===== config.mk =====
export PLATFORM = sky130hd
export DESIGN_NAME = scan_player
export DESIGN_NICKNAME = d
export VERILOG_FILES = /design/src/hdl/scan_player.v /design/src/hdl/tap_state_tracker.v
export VERILOG_INCLUDE_DIRS = /design/src /design/src/hdl
export SDC_FILE = /design/constraint.sdc
export NUM_CORES = 1
export LEC_CHECK = 0
export ABC_AREA = 1
export BUFFER_PORTS_ARGS = -buffer_cell sky130_fd_sc_hd__clkbuf_2
export CAP_MARGIN = 0
export CORE_MARGIN = 1.5
export CORE_UTILIZATION = 50
export DETAILED_ROUTE_END_ITERATION = 16
export HOLD_SLACK_MARGIN = 0.05
export PLACE_DENSITY = 0.79
export SYNTH_ARGS = -nofsm -noshare
export SYNTH_HDL_FRONTEND = slang
export SYNTH_SLANG_ARGS = --single-unit
export TNS_END_PERCENT = 50

===== constraint.sdc =====
create_clock -name clk_sys -period 2.28 [get_ports clk_sys]
set_clock_uncertainty 0.15 [all_clocks]
set_input_delay 0.114 -clock clk_sys [delete_from_list [all_inputs] [get_ports clk_sys]]
set_output_delay 0.114 -clock clk_sys [all_outputs]
set_load 0.02 [all_outputs]

===== src/hdl/scan_player_consts.vh =====
// Purpose: constants for the host scan player
// Assumes: 40 MHz system clock
// Notes:   tap state codes follow the usual 4-bit ordering
`ifndef SCAN_PLAYER_CONSTS_VH
`define SCAN_PLAYER_CONSTS_VH

`define CLK_SYS_MHZ          40
`define TCK_HALF_CYCLES      4
`define RESET_TMS_EDGES      5
`define IR_LEN               10
`define DR_LEN               32
`define ID_SELECT_INSTR      10'h0_26
`define ONES_DATA            32'hFFFF_FFFF
`define WAIT_USEC            5
`define WAIT_MIN_CYCLES      3
`define WAIT_SYS_CYCLES      (`WAIT_USEC * `CLK_SYS_MHZ)
`define CFG_SCHEME_JTAG_AS   2'h0

`define ST_RESET             4'h0
`define ST_IDLE              4'h1
`define ST_DRSELECT          4'h2
`define ST_DRCAPTURE         4'h3
`define ST_DRSHIFT           4'h4
`define ST_DREXIT1           4'h5
`define ST_DRPAUSE           4'h6
`define ST_DREXIT2           4'h7
`define ST_DRUPDATE          4'h8
`define ST_IRSELECT          4'h9
`define ST_IRCAPTURE         4'hA
`define ST_IRSHIFT           4'hB
`define ST_IREXIT1           4'hC
`define ST_IRPAUSE           4'hD
`define ST_IREXIT2           4'hE
`define ST_IRUPDATE          4'hF

`endif


===== src/hdl/scan_player.v =====
// Purpose: host scan player that reads the target identification word
// Assumes: single device in chain; tdo sampled from a pin
// Notes:   tck is divided from clk_sys, so it is not a second domain
`timescale 1ns/1ps
`default_nettype none
`include "scan_player_consts.vh"

// Operation
// - instruction load walks to Shift-IR and clocks bits in through tdi.
// - after an instruction, go to Run-Test/Idle and wait there.
// - data scans follow the same walk through the data branch.
// - each scan or wait is produced as tck, tms and tdi sequences.
// - a wait holds the target idle, no scanning, for a duration.
// - instruction scans may pass through Pause-IR on the way to idle.
// - reset the tap, then shift the 10-bit identification-select instruction.
// - wait at least 5 us and 3 tck cycles in idle before data scan.
// - shift 32 ones in while capturing 32 bits of identification from tdo.
// - instruction bits leave least significant array element first.
// - scheme select held at 00 when serial boot shares the board.
// - active-low chain enable held low during scan configuration.
module scan_player #(
   parameter IR_LEN     = `IR_LEN,
   parameter DR_LEN     = `DR_LEN,
   parameter HALF       = `TCK_HALF_CYCLES,
   parameter WAIT_SYS   = `WAIT_SYS_CYCLES,
   parameter IR_PAUSE   = 1
) (
   // clock and reset
   input  wire              clk_sys,
   input  wire              rstn,
   // user command
   input  wire              start,
   output reg               busy_reg,
   output reg               done_reg,
   output reg  [DR_LEN-1:0] id_value_reg,
   // scan pins
   output reg               tck_reg,
   output reg               tms_reg,
   output reg               tdi_reg,
   input  wire              tdo,
   // configuration straps
   output reg  [1:0]        config_scheme_select_reg,
   output reg               chain_enable_n_reg
);

   localparam S_IDLE  = 3'd0;
   localparam S_RST   = 3'd1;
   localparam S_IRSEQ = 3'd2;
   localparam S_WAIT  = 3'd3;
   localparam S_DRSEQ = 3'd4;
   localparam S_DONE  = 3'd5;

   reg [2:0]        phase_reg;
   reg [7:0]        div_reg;
   reg [7:0]        step_reg;     // index into current tms sequence
   reg [15:0]       wait_reg;
   reg [3:0]        tck_wait_reg;
   reg [IR_LEN-1:0] ir_sh_reg;
   reg [DR_LEN-1:0] dr_sh_reg;
   reg              tdo_s1_reg;
   reg              tdo_s2_reg;
   reg              rise;         // comb: rising tck edge this cycle
   reg              fall;
   reg              tms_next;
   reg              last;
   wire [3:0]       tap_state;

   // --------------------------------------------------
   // tdo synchroniser
   // --------------------------------------------------
   always @(posedge clk_sys) begin
      if (!rstn) begin
         tdo_s1_reg <= 1'b0;
         tdo_s2_reg <= 1'b0;
      end else begin
         tdo_s1_reg <= tdo;
         tdo_s2_reg <= tdo_s1_reg;
      end
   end

   // --------------------------------------------------
   // tap mirror
   // --------------------------------------------------
   tap_state_tracker u_tracker (
      .clk_sys   (clk_sys),
      .rstn      (rstn),
      .step      (rise),
      .tms       (tms_reg),
      .state_reg (tap_state)
   );

   // --------------------------------------------------
   // tms sequence per phase
   // --------------------------------------------------
   always @* begin
      rise     = (div_reg == HALF[7:0] - 8'd1) && !tck_reg && busy_reg && phase_reg != S_DONE;
      fall     = (div_reg == HALF[7:0] - 8'd1) && tck_reg;
      tms_next = 1'b0;
      last     = 1'b0;
      case (phase_reg)
         S_RST: begin
            tms_next = 1'b1;
            last     = (step_reg == `RESET_TMS_EDGES - 1);
         end
         S_IRSEQ: begin
            // idle, drsel, irsel, capture; bits shift on rises 5 to 4+N
            if (step_reg == 8'd1 || step_reg == 8'd2) begin
               tms_next = 1'b1;
            end else if (step_reg == 8'd4 + IR_LEN) begin
               tms_next = 1'b1; // last bit leaves on exit
            end else if (step_reg == 8'd5 + IR_LEN) begin
               tms_next = IR_PAUSE ? 1'b0 : 1'b1;
            end else if (step_reg == 8'd6 + IR_LEN) begin
               // from pause walk exit2, update, idle
               tms_next = IR_PAUSE ? 1'b1 : 1'b0;
            end else if (step_reg == 8'd7 + IR_LEN) begin
               tms_next = 1'b1;
            end
            last = IR_PAUSE ? (step_reg == 8'd8 + IR_LEN) : (step_reg == 8'd6 + IR_LEN);
         end
         S_DRSEQ: begin
            // drsel, capture; bits shift on rises 3 to 2+N, then update, idle
            if (step_reg == 8'd0) begin
               tms_next = 1'b1;
            end else if (step_reg == 8'd2 + DR_LEN || step_reg == 8'd3 + DR_LEN) begin
               tms_next = 1'b1;
            end
            last = (step_reg == 8'd4 + DR_LEN);
         end
         default: begin
            tms_next = 1'b0;
         end
      endcase
   end

   // --------------------------------------------------
   // player sequencer
   // --------------------------------------------------
   always @(posedge clk_sys) begin
      if (!rstn) begin
         phase_reg                <= S_IDLE;
         busy_reg                 <= 1'b0;
         done_reg                 <= 1'b0;
         id_value_reg             <= {DR_LEN{1'b0}};
         tck_reg                  <= 1'b0;
         tms_reg                  <= 1'b1;
         tdi_reg                  <= 1'b1;
         div_reg                  <= 8'h00;
         step_reg                 <= 8'h00;
         wait_reg                 <= 16'h0000;
         tck_wait_reg             <= 4'h0;
         ir_sh_reg                <= {IR_LEN{1'b0}};
         dr_sh_reg                <= {DR_LEN{1'b0}};
         config_scheme_select_reg <= `CFG_SCHEME_JTAG_AS;
         chain_enable_n_reg       <= 1'b0;
      end else begin
         config_scheme_select_reg <= `CFG_SCHEME_JTAG_AS;
         chain_enable_n_reg       <= 1'b0;
         done_reg                 <= 1'b0;
         // free-running divider; tck toggles only while busy
         if (div_reg == HALF[7:0] - 8'd1) begin
            div_reg <= 8'h00;
            // done phase still lets the last high half finish
            if (busy_reg) begin
               tck_reg <= ~tck_reg;
            end
         end else begin
            div_reg <= div_reg + 8'd1;
         end
         // target drives tdo on fall; we sample it on the tck rise
         if (rise && phase_reg == S_DRSEQ && tap_state == `ST_DRSHIFT) begin
            dr_sh_reg <= {tdo_s2_reg, dr_sh_reg[DR_LEN-1:1]};
         end
         // drive new tms/tdi on the falling edge of tck, same clk_sys edge
         if (fall) begin
            tms_reg <= tms_next;
            if (phase_reg == S_IRSEQ && step_reg >= 8'd5) begin
               tdi_reg   <= ir_sh_reg[0];
               ir_sh_reg <= {1'b1, ir_sh_reg[IR_LEN-1:1]};
            end else begin
               tdi_reg <= 1'b1;
            end
         end
         if (rise) begin
            step_reg <= step_reg + 8'd1;
         end
         case (phase_reg)
            S_IDLE: begin
               if (start) begin
                  busy_reg  <= 1'b1;
                  phase_reg <= S_RST;
                  step_reg  <= 8'h00;
                  tms_reg   <= 1'b1;
                  ir_sh_reg <= `ID_SELECT_INSTR;
               end
            end
            S_RST: begin
               if (rise && last) begin
                  phase_reg <= S_IRSEQ;
                  step_reg  <= 8'h00;
               end
            end
            S_IRSEQ: begin
               if (rise && last) begin
                  phase_reg    <= S_WAIT;
                  step_reg     <= 8'h00;
                  wait_reg     <= 16'h0000;
                  tck_wait_reg <= 4'h0;
               end
            end
            S_WAIT: begin
               if (wait_reg != 16'hFFFF) begin
                  wait_reg <= wait_reg + 16'd1;
               end
               if (rise && tck_wait_reg != 4'hF) begin
                  tck_wait_reg <= tck_wait_reg + 4'd1;
               end
               if (rise && wait_reg >= WAIT_SYS[15:0] && tck_wait_reg >= `WAIT_MIN_CYCLES) begin
                  // this rise still idles; tms rises on the next fall
                  phase_reg <= S_DRSEQ;
                  step_reg  <= 8'h00;
               end
            end
            S_DRSEQ: begin
               if (rise && last) begin
                  phase_reg <= S_DONE;
               end
            end
            S_DONE: begin
               if (fall) begin
                  id_value_reg <= dr_sh_reg;
                  done_reg     <= 1'b1;
                  busy_reg     <= 1'b0;
                  phase_reg    <= S_IDLE;
               end
            end
            default: begin
               phase_reg <= S_IDLE;
            end
         endcase
      end
   end

endmodule // scan_player
`default_nettype wire


===== src/hdl/tap_state_tracker.v =====
// Purpose: mirror of the target's tap controller state
// Assumes: step pulses once per rising tck the player issues
// Notes:   lets the player know where the target stands
`timescale 1ns/1ps
`default_nettype none
`include "scan_player_consts.vh"

module tap_state_tracker (
   // clock and reset
   input  wire       clk_sys,
   input  wire       rstn,
   // tck rise event
   input  wire       step,
   input  wire       tms,
   // state
   output reg  [3:0] state_reg
);

   reg [3:0] state_next;

   // ----------------------------------------
   // sixteen-state transition table
   // ----------------------------------------
   always @* begin
      case (state_reg)
         `ST_RESET:     state_next = tms ? `ST_RESET     : `ST_IDLE;
         `ST_IDLE:      state_next = tms ? `ST_DRSELECT  : `ST_IDLE;
         `ST_DRSELECT:  state_next = tms ? `ST_IRSELECT  : `ST_DRCAPTURE;
         `ST_DRCAPTURE: state_next = tms ? `ST_DREXIT1   : `ST_DRSHIFT;
         `ST_DRSHIFT:   state_next = tms ? `ST_DREXIT1   : `ST_DRSHIFT;
         `ST_DREXIT1:   state_next = tms ? `ST_DRUPDATE  : `ST_DRPAUSE;
         `ST_DRPAUSE:   state_next = tms ? `ST_DREXIT2   : `ST_DRPAUSE;
         `ST_DREXIT2:   state_next = tms ? `ST_DRUPDATE  : `ST_DRSHIFT;
         `ST_DRUPDATE:  state_next = tms ? `ST_DRSELECT  : `ST_IDLE;
         `ST_IRSELECT:  state_next = tms ? `ST_RESET     : `ST_IRCAPTURE;
         `ST_IRCAPTURE: state_next = tms ? `ST_IREXIT1   : `ST_IRSHIFT;
         `ST_IRSHIFT:   state_next = tms ? `ST_IREXIT1   : `ST_IRSHIFT;
         `ST_IREXIT1:   state_next = tms ? `ST_IRUPDATE  : `ST_IRPAUSE;
         `ST_IRPAUSE:   state_next = tms ? `ST_IREXIT2   : `ST_IRPAUSE;
         `ST_IREXIT2:   state_next = tms ? `ST_IRUPDATE  : `ST_IRSHIFT;
         `ST_IRUPDATE:  state_next = tms ? `ST_DRSELECT  : `ST_IDLE;
         default:       state_next = `ST_RESET;
      endcase
   end

   always @(posedge clk_sys) begin
      if (!rstn) begin
         state_reg <= `ST_RESET;
      end else if (step) begin
         state_reg <= state_next;
      end
   end

endmodule // tap_state_tracker
`default_nettype wire


==> out/qor.txt, run 1 <==
share of the synthesized area in the top cell type - 42.6%
total number of yosys warnings - 0
most frequent cells after synthesis - 132 x nand2_1, 124 x dfxtp_1, 85 x nor2_1
largest vdd supply drop - 0.000639 V
final critical-path share of the clock period - 92.4%
Clock transition at path regs - 60 ps
# diodes - 0
CTS sink count - 124
Worst path max stage delay - 370 ps
largest net degree at the start of global routing - 55
global placement routability congestion - 0.947
#FFs+latches synth - 124
EDFF count, synth - 0
Synth Area in Compound Gates - 16.5%
Reg2Reg Depth - 8
CTS tree - done
hold path cells - 2
Root Driver - clkbuf_16
Crit. End Element - register
post-synthesis cell type count - 46
total CTS buffers - 17
die area - 12300 µm²
met2 Usage GRT - 35.2%
P&R area growth vs syn - 16.1%
Setup WS pre-CTS - 128 ps
HP Class - reg -> reg
GRT Max-Usage Layer - met2
Peak Freq - 0.475 GHz
min Tclk post-route - 2110 ps
post-synthesis sequential area ratio - 42.6%
antenna-violating nets left - 0
static leakage - 0.00264 µW
CP Capture Point - id_value_reg[31]
dominant synthesized flop cell - dfxtp_1
Synth Area in Adders - 1.93%
clock buffer depth - 2
Worst path most repeated cell - nand3_1
final-report setup violation count - 0
XOR/XNOR Fraction of Synth Area - 2.41%
total number of vias - 5211
slowest CP cell - buf_4
Crit path depth - 8
vias in the first global route - 4941
Critical Path AT - 2300 ps
Final Slew Violations - 0
# DRC - 0
Mapped Area - 5820 µm²
status - finished, final reports clean
most common cell in the synthesized netlist - nand2_1
Simple-Gate Fraction of Synth Area - 28.0%
std cell rows - 39
DR vias/cell - 5.35
PD cells - 872 nW/µm²
FF-to-FF Start - div_reg[0]
Die Width - 111 µm
DRT Pass-1 Iters - 5
Post-synth ARST share - 0%
family with the most delay on the worst path - simple AND/OR/NAND/NOR gates
kind of critical path - reg -> reg
Max-Cap Viols - 0
area leader, netlist - dfxtp_1
R2R setup slack - 170 ps
Worst Path Required - 2470 ps
Final Hold Violating Endpoints - 0
fraction of layout cells with a size suffix above 1 - 17.6%
Remaining Overflow, GRT - 0
largest family of logic cells by synthesized area - simple AND/OR/NAND/NOR gates
post-synthesis mux area share - 0%
Worst Setup Start Kind - register
grt met3 use - 5.25%
first-pass GRT wire length - 22.0 mm
Mapped Avg Cell Area - 7.46 µm²
CP Max Fanout - 32
Routed Wire Length - 12.9 mm
Core ar. - 11400 µm²
Fill cells - 993
Worst Path Buf+Inv - 2
H-tree levels - 4
CP cell instances - ha_2 -> nand3_1 -> nor2_4 -> nand2_1 -> inv_1 -> buf_4 -> nand3_1 -> a21oi_1
Sum Neg Setup Slack - 0 ps
crit path from - div_reg[0]
Cells after Synth - 781
wire length per cell - 13.2 µm
initial core utilization - 51.2%
Clock Power Share - 44.6%
count of input and output buffers - 40
sequential group share of total power - 39.5%
post-DP HPWL - 8.19 mm
Initial DRC Count - 427
clk_lat worst skew - 410 ps
Net Sw Frac - 28.4%
RSZ-0062 raised after global routing - true
Die Y - 111 µm
Ports - 44
GR Util met1 - 27.2%
cell-internal power - 4220 µW
NetSw - 1670 µW
largest cells by area after synthesis - dfxtp_1 43%, nand2_1 8.5%, nand3_1 6.6%, a21oi_1 6.4%, nor2_1 5.5%
worst r2r dst - id_value_reg[31]
Gate power share - 15.8%
Tot GR Track Use - 21.5%
initial antenna violation count - 0
Post-layout nets - 833
Worst Slack Setup Final - 174 ps
==> through the flow <==
stage                     power, µW  cells  util (%)  hold slack [ps]  area, µm²
after floorplan                3120    783         -             61.6       5830
after global placement         3270    939      53.8              179       6110
after detailed placement       3280    939      53.8              179       6110
after CTS                      5920    972      59.2              268       6730
after global routing           6170    974      59.5              305       6760
final                          5890    974      59.5              267       6760
==> worst register-to-register path: cells and delay by family (launching register included) <==
kind	cells	cell delay (ps)
simple gates	4	590
compound gates	1	170
fa+ha+maj	1	220
flops	1	360
buf+inv	2	550
==> layout by cell type (no fill, tap or decap), drive strengths merged, types with 2 or more instances in the layout <==
master	instances
nand2	148
nand3b	2
inv	82
nor3	7
bufinv	2
o21ai	47
a211oi	12
xnor2	3
conb	3
o211ai	5
clkinv	5
clkinvlp	2
nor3b	2
o22ai	2
buf	13
dlygate4sd3	3
nor2	94
or2	3
xor2	13
nand3	81
o2111ai	4
nand4	8
a21oi	86
nor4	4
dfxtp	124
o21bai	3
clkbuf	60
ha	9
==> layer usage <==
layer / vias to the layer above / wire length, µm
met5: - / 0
met4: 0 / 242
met3: 22 / 552
met2: 132 / 6130
met1: 2405 / 5980
li1: 2652 / -
==> what timing repair did <==
action / 4_1_cts / 5_1_grt
endpoints found under the hold margin: 17 / 0
hold buffers: 3 / 0
resized for setup: 0 / 6
buffers inserted: 0 / 2
setup endpoints to repair: 0 / 20
==> how the worst min path moves through the flow <==
stage / start / to / slack, ps
global placement: tdo / tdo_s1_reg / 180
CTS: tdo_s1_reg / tdo_s2_reg / 270
global route: tdo_s1_reg / tdo_s2_reg / 310
detailed placement: tdo / tdo_s1_reg / 180
floorplan: tdo / tdo_s1_reg / 60
finish: tdo_s1_reg / tdo_s2_reg / 270
==> cells by family (layout without fill, tap and decap cells) <==
group | count (synthesis) | after routing
other | 1 | 3
buffers and inverters | 119 | 167
flip-flops | 124 | 124
adder cells (fa/ha/maj) | 9 | 9
AO/OA/AOI/OAI | 163 | 163
AND/OR/NAND/NOR | 349 | 349
XOR/XNOR | 16 | 16
==> power by group through the flow <==
stage                     Combinational [µW]  Sequential (µW)  Clock, µW
final                                    934             2330       2630
after global placement                   899             2370          0
after detailed placement                 906             2370          0
after global routing                    1050             2340       2780
after CTS                                921             2330       2670
after floorplan                          761             2360          0
==> layout make-up <==
type                       instances  area (µm²)  share of cell area (%)
multi-input combinational        540        2870                    42.5
tap                              143         179                    2.65
inverter                          81         307                    4.53
sequential                       124        2480                    36.7
timing repair buffer              56         340                    5.03
clock inverter                    10         116                    1.72
clock buffer                      20         467                    6.90
No activity file was read; power rests on OpenSTA's default activity.
==> run 2: changes to the inputs <==
- CORE_UTILIZATION: 50 -> 35
- PLACE_DENSITY: 0.79 -> unset
- PLACE_DENSITY_LB_ADDON: unset -> 0.3
==> out/qor.txt, run 2 (synthesis gave the netlist of run 1 again) <==
status - finished, final reports clean (unchanged)
Root Driver - clkbuf_16 (unchanged)
vias in the first global route - 4706 (was 4941)
initial core utilization - 36.3% (was 51.2%)
P&R area growth vs syn - 17.3% (was 16.1%)
min Tclk post-route - 2090 ps (was 2110 ps)
CP Max Fanout - 8 (was 32)
CTS sink count - 124 (unchanged)
HP Class - in -> reg (was reg -> reg)
Reg2Reg Depth - 10 (was 8)
std cell rows - 46 (was 39)
Die Width - 132 µm (was 111 µm)
Remaining Overflow, GRT - 0 (unchanged)
met2 WL post-DR - 5.82 mm (was 6.13 mm)
Rel. slew slack - 61.0%
most frequent cells in the layout - 132 x nand2_1, 124 x dfxtp_1, 85 x nor2_1 (was 132 x nand2_1, 124 x dfxtp_1, 84 x nor2_1)
fraction of layout cells with a size suffix above 1 - 17.3% (was 17.6%)
RSZ-0062 raised after global routing - true (unchanged)
Worst Setup Start Kind - register (unchanged)
wire length per cell - 12.6 µm (was 13.2 µm)
Critical Path AT - 2230 ps (was 2300 ps)
Sum Neg Setup Slack - 0 ps (unchanged)
Worst Path Required - 2420 ps (was 2470 ps)
total CTS buffers - 17 (unchanged)
Worst-Margin Slew - 584 ps
Placed Instances - 1015 (was 939)
# DRC - 0 (unchanged)
Core ar. - 16100 µm² (was 11400 µm²)
hold path cells - 3 (was 2)
Peak Freq - 0.479 GHz (was 0.475 GHz)
WL met3 - 486 µm (was 552 µm)
global placement routability congestion - 0.834 (was 0.947)
total number of vias - 5080 (was 5211)
Final Hold Violating Endpoints - 0 (unchanged)
largest net degree at the start of global routing - 35 (was 55)
Post-layout nets - 834 (was 833)
Routed Wire Length - 13.2 mm (was 12.9 mm)
static leakage - 0.00265 µW (was 0.00264 µW)
Final Slew Violations - 0 (unchanged)
Tot GR Track Use - 15.9% (was 21.5%)
PD cells - 857 nW/µm² (was 872 nW/µm²)
final-report setup violation count - 0 (unchanged)
Clock transition at path regs - 60 ps (about the same)
final critical-path share of the clock period - 91.6% (was 92.4%)
Ports - 44 (unchanged)
Initial DRC Count - 363 (was 427)
DR vias/cell - 4.84 (was 5.35)
top sig layer - met4 (unchanged)
initial antenna violation count - 0 (unchanged)
Die Y - 132 µm (was 111 µm)
first-pass GRT wire length - 22.8 mm (was 22.0 mm)
final std cells w/o fill - 1050 (was 974)
kind of critical path - reg -> reg (unchanged)
count of input and output buffers - 40 (unchanged)
commonest non-fill, non-tap cell in the layout - nand2_1 (unchanged)
die area - 17400 µm² (was 12300 µm²)
dpl cell area - 6210 µm² (was 6110 µm²)
fin area - 6830 µm² (was 6760 µm²)
largest vdd supply drop - 0.000568 V (was 0.000639 V)
M1 WL - 6.75 mm (was 5.98 mm)
CTS tree - done (unchanged)
Max-Cap Viols - 0 (unchanged)
Crit. End Element - register (unchanged)
Final Util - 42.5% (was 59.5%)
post-DP HPWL - 8.86 mm (was 8.19 mm)
clk_lat worst skew - 420 ps (was 410 ps)
clock buffer depth - 2 (unchanged)
# diodes - 0 (unchanged)
antenna-violating nets left - 0 (unchanged)
DRT Pass-1 Iters - 7 (was 5)
H-tree levels - 4 (unchanged)
[run 2: what timing repair did]
item                       CTS  global route
buffers inserted             0             0
resized for setup            0             5
setup endpoints to repair    0            29
hold buffers                 2             0
hold endpoints to repair     2             0
[run 2: power by group]
group / internal (µW) / leakage (µW) / switching, µW / total, µW
logic: 291 / 0.00139 / 653 / 944
registers: 2250 / 0.00100 / 82.2 / 2330
clock network: 1520 / 0.000266 / 1060 / 2580
total: 4060 / 0.00265 / 1790 / 5850
[run 2: area by class of cell]
type	instances	area (µm²)
clock inverter	14	138
fill	1635	9230
tap	216	270
sequential	124	2480
timing repair buffer	56	325
clock buffer	18	429
inverter	81	309
multi-input combinational	541	2870
[run 2: path summary, 6_finish.rpt]
kind / from / to / slack [ps]
max: div_reg[0] / step_reg[5] / 190
min: rstn / tdi_reg / 90
max reg2reg: div_reg[0] / step_reg[5] / 190
min reg2reg: tdo_s1_reg / tdo_s2_reg / 290
[run 2: worst max-delay path, cell delays in order (launching register included)]
cell,delay [ps]
dfxtp_1,350
ha_1,210
nand3_1,130
nor2_4,180
nand3_1,160
nor2_2,180
nand2_4,100
nand2_1,90
nand2_1,80
o21ai_4,260
nor2_1,80
[run 2: stage by stage]
stage / hold slack [ps] / power (µW) / worst slack, ps
6_report: 92.7 / 5850 / 192
3_5_place_dp: 158 / 3280 / 119
5_1_grt: 100 / 6140 / -13.5
3_3_place_gp: 163 / 3280 / 202
2_1_floorplan: 61.6 / 3120 / 373
4_1_cts: 67.4 / 5890 / 104
[run 2: layer usage]
layer	vias to the layer above	global-route usage, %
li1	2661	-
met1	2309	22.1
met2	100	23.7
met3	10	3.42
met4	0	6.60
met5	-	0
==> run 3: changes to the inputs <==
- BUFFER_PORTS_ARGS: -buffer_cell sky130_fd_sc_hd__clkbuf_2 -> unset
- DONT_BUFFER_PORTS: unset -> 1
==> out/qor.txt, run 3 (synthesis gave the netlist of run 1 again) <==
count of input and output buffers - 0 (was 40)
hold path cells - 2 (was 3)
total number of vias - 4904 (was 5080)
Final Hold Violating Endpoints - 0 (unchanged)
# diodes - 0 (unchanged)
Post-layout nets - 798 (was 834)
Initial DRC Count - 223 (was 363)
clk_lat worst skew - 420 ps (about the same)
DRT Pass-1 Iters - 5 (was 7)
largest net degree at the start of global routing - 36 (was 35)
CTS tree - done (unchanged)
slowest CP cell - dlygate4sd3_1 (was dfxtp_1)
Clock transition at path regs - 60 ps (about the same)
Sum Neg Setup Slack - 0 ps (unchanged)
post-DP HPWL - 8.67 mm (was 8.86 mm)
Clock Power Share - 47.3% (was 44.1%)
NetSw - 1720 µW (was 1790 µW)
wire length per cell - 12.7 µm (was 12.6 µm)
largest vdd supply drop - 0.000533 V (was 0.000568 V)
clock buffer depth - 2 (unchanged)
total CTS buffers - 17 (unchanged)
Max-Cap Viols - 0 (unchanged)
Reg area - 2480 µm² (unchanged)
std cell rows - 46 (unchanged)
Worst Setup Start Kind - register (unchanged)
cell-internal power - 4430 µW (was 4060 µW)
most frequent cells in the layout - 132 x nand2_1, 124 x dfxtp_1, 85 x nor2_1 (unchanged)
CP Max Fanout - 6 (was 8)
final critical-path share of the clock period - 93.1% (was 91.6%)
vias in the first global route - 4607 (was 4706)
Net Sw Frac - 28.0% (was 30.7%)
initial antenna violation count - 0 (unchanged)
dpl cell area - 6010 µm² (was 6210 µm²)
die area - 17400 µm² (unchanged)
HP Class - reg -> reg (was in -> reg)
global placement routability congestion - 0.861 (was 0.834)
Remaining Overflow, GRT - 0 (unchanged)
Placed Instances - 974 (was 1015)
Reg2Reg Depth - 7 (was 10)
CP cell instances - inv_1 -> ha_1 -> o2111ai_2 -> nand2_1 -> o21ai_0 -> nand3_1 -> dlygate4sd3_1 (was ha_1 -> nand3_1 -> nor2_4 -> nand3_1 -> nor2_2 -> nand2_4 -> nand2_1 -> nand2_1 -> o21ai_4 -> nor2_1)
Ports - 44 (unchanged)
status - finished, final reports clean (unchanged)
met2 WL post-DR - 5.65 mm (was 5.82 mm)
Final Slew Violations - 0 (unchanged)
DR vias/cell - 4.84 (about the same)
H-tree levels - 4 (unchanged)
kind of critical path - reg -> reg (unchanged)
PD cells - 913 nW/µm² (was 857 nW/µm²)
Routed Wire Length - 12.9 mm (was 13.2 mm)
# DRC - 0 (unchanged)
commonest non-fill, non-tap cell in the layout - nand2_1 (unchanged)
Worst path max stage delay - 560 ps (was 350 ps)
fin area - 6740 µm² (was 6830 µm²)
Tot GR Track Use - 15.5% (was 15.9%)
antenna-violating nets left - 0 (unchanged)
final std cells w/o fill - 1014 (was 1050)
Gate power share - 14.8% (was 16.1%)
Crit. End Element - register (unchanged)
Die Y - 132 µm (unchanged)
first-pass GRT wire length - 22.1 mm (was 22.8 mm)
sequential group share of total power - 37.9% (was 39.8%)
Core ar. - 16100 µm² (unchanged)
Setup WS pre-CTS - 143 ps (was 119 ps)
P&R area growth vs syn - 15.8% (was 17.3%)
static leakage - 0.00250 µW (was 0.00265 µW)
min Tclk post-route - 2120 ps (was 2090 ps)
Worst Slack Setup Final - 157 ps (was 192 ps)
CTS sink count - 124 (unchanged)
final-report setup violation count - 0 (unchanged)
Die Width - 132 µm (unchanged)
Fill cells - 1643 (was 1635)
fraction of layout cells with a size suffix above 1 - 13.4% (was 17.3%)
hold slack - 298 ps (was 92.7 ps)
Peak Freq - 0.471 GHz (was 0.479 GHz)
M1 WL - 6.37 mm (was 6.75 mm)
top sig layer - met4 (unchanged)
Root Driver - clkbuf_16 (unchanged)
Critical Path AT - 2280 ps (was 2230 ps)
WL met3 - 653 µm (was 486 µm)
initial core utilization - 36.3% (unchanged)
multi-input logic area - 2860 µm² (was 2870 µm²)
Worst Path Required - 2430 ps (was 2420 ps)
RSZ-0062 raised after global routing - true (unchanged)
==> run 3: cell count changes in the layout (fill, tap and decap cells not counted), sizes merged <==
cell,before,now
buf,14,16
bufinv,1,4
clkbuf,58,20
clkinvlp,4,2
dlygate4sd3,2,5
inv,86,83
nand2,149,148
==> run 3: final cells by class <==
type	instances	share of cell area, %
repair buffers	21	2.76
inverters	81	4.55
multi-input cells	540	42.4
well taps	216	4.01
clock inverters	12	2.73
clock buffers	20	6.77
flip-flops and latches	124	36.8
==> run 3: critical path, delay by kind of cell, from the launching register on <==
family                   cells  cell delay [ps]
buffers and inverters        2              700
flip-flops                   1              400
AO/OA/AOI/OAI                2              370
adder cells (fa/ha/maj)      1              230
AND/OR/NAND/NOR              2              150
==> run 3: routing by layer <==
layer  vias up  track usage (%)
li1       2591                -
met1      2213             20.0
met5         -                0
met4         0             5.80
met2        79             23.7
met3        21             5.38
==> run 3: worst paths after layout <==
check          endpoint         from  slack, ps
max reg2reg     tdi_reg  step_reg[0]        160
min          tdo_s2_reg   tdo_s1_reg        300
min reg2reg  tdo_s2_reg   tdo_s1_reg        300
max             tdi_reg  step_reg[0]        160
==> run 3: power by group through the flow <==
stage	logic (µW)	clock network [µW]	registers, µW
CTS	912	2970	2330
global placement	889	0	2370
finish	909	2910	2330
floorplan	761	0	2360
detailed placement	890	0	2380
global route	1040	3060	2340
==> run 3: timing repair <==
action                                  in CTS  in global routing
endpoints found under the hold margin       63                  0
hold buffers                                 6                  0
setup buffers                                0                  2
resized for setup                            0                  3
endpoints found under the setup margin       0                 10
==> run 3: through the flow <==
stage / power (µW) / utilization, %
finish: 6150 / 42.0
detailed placement: 3270 / 37.4
CTS: 6210 / 41.8
floorplan: 3120 / -
global route: 6440 / 42.0
global placement: 3260 / 37.4
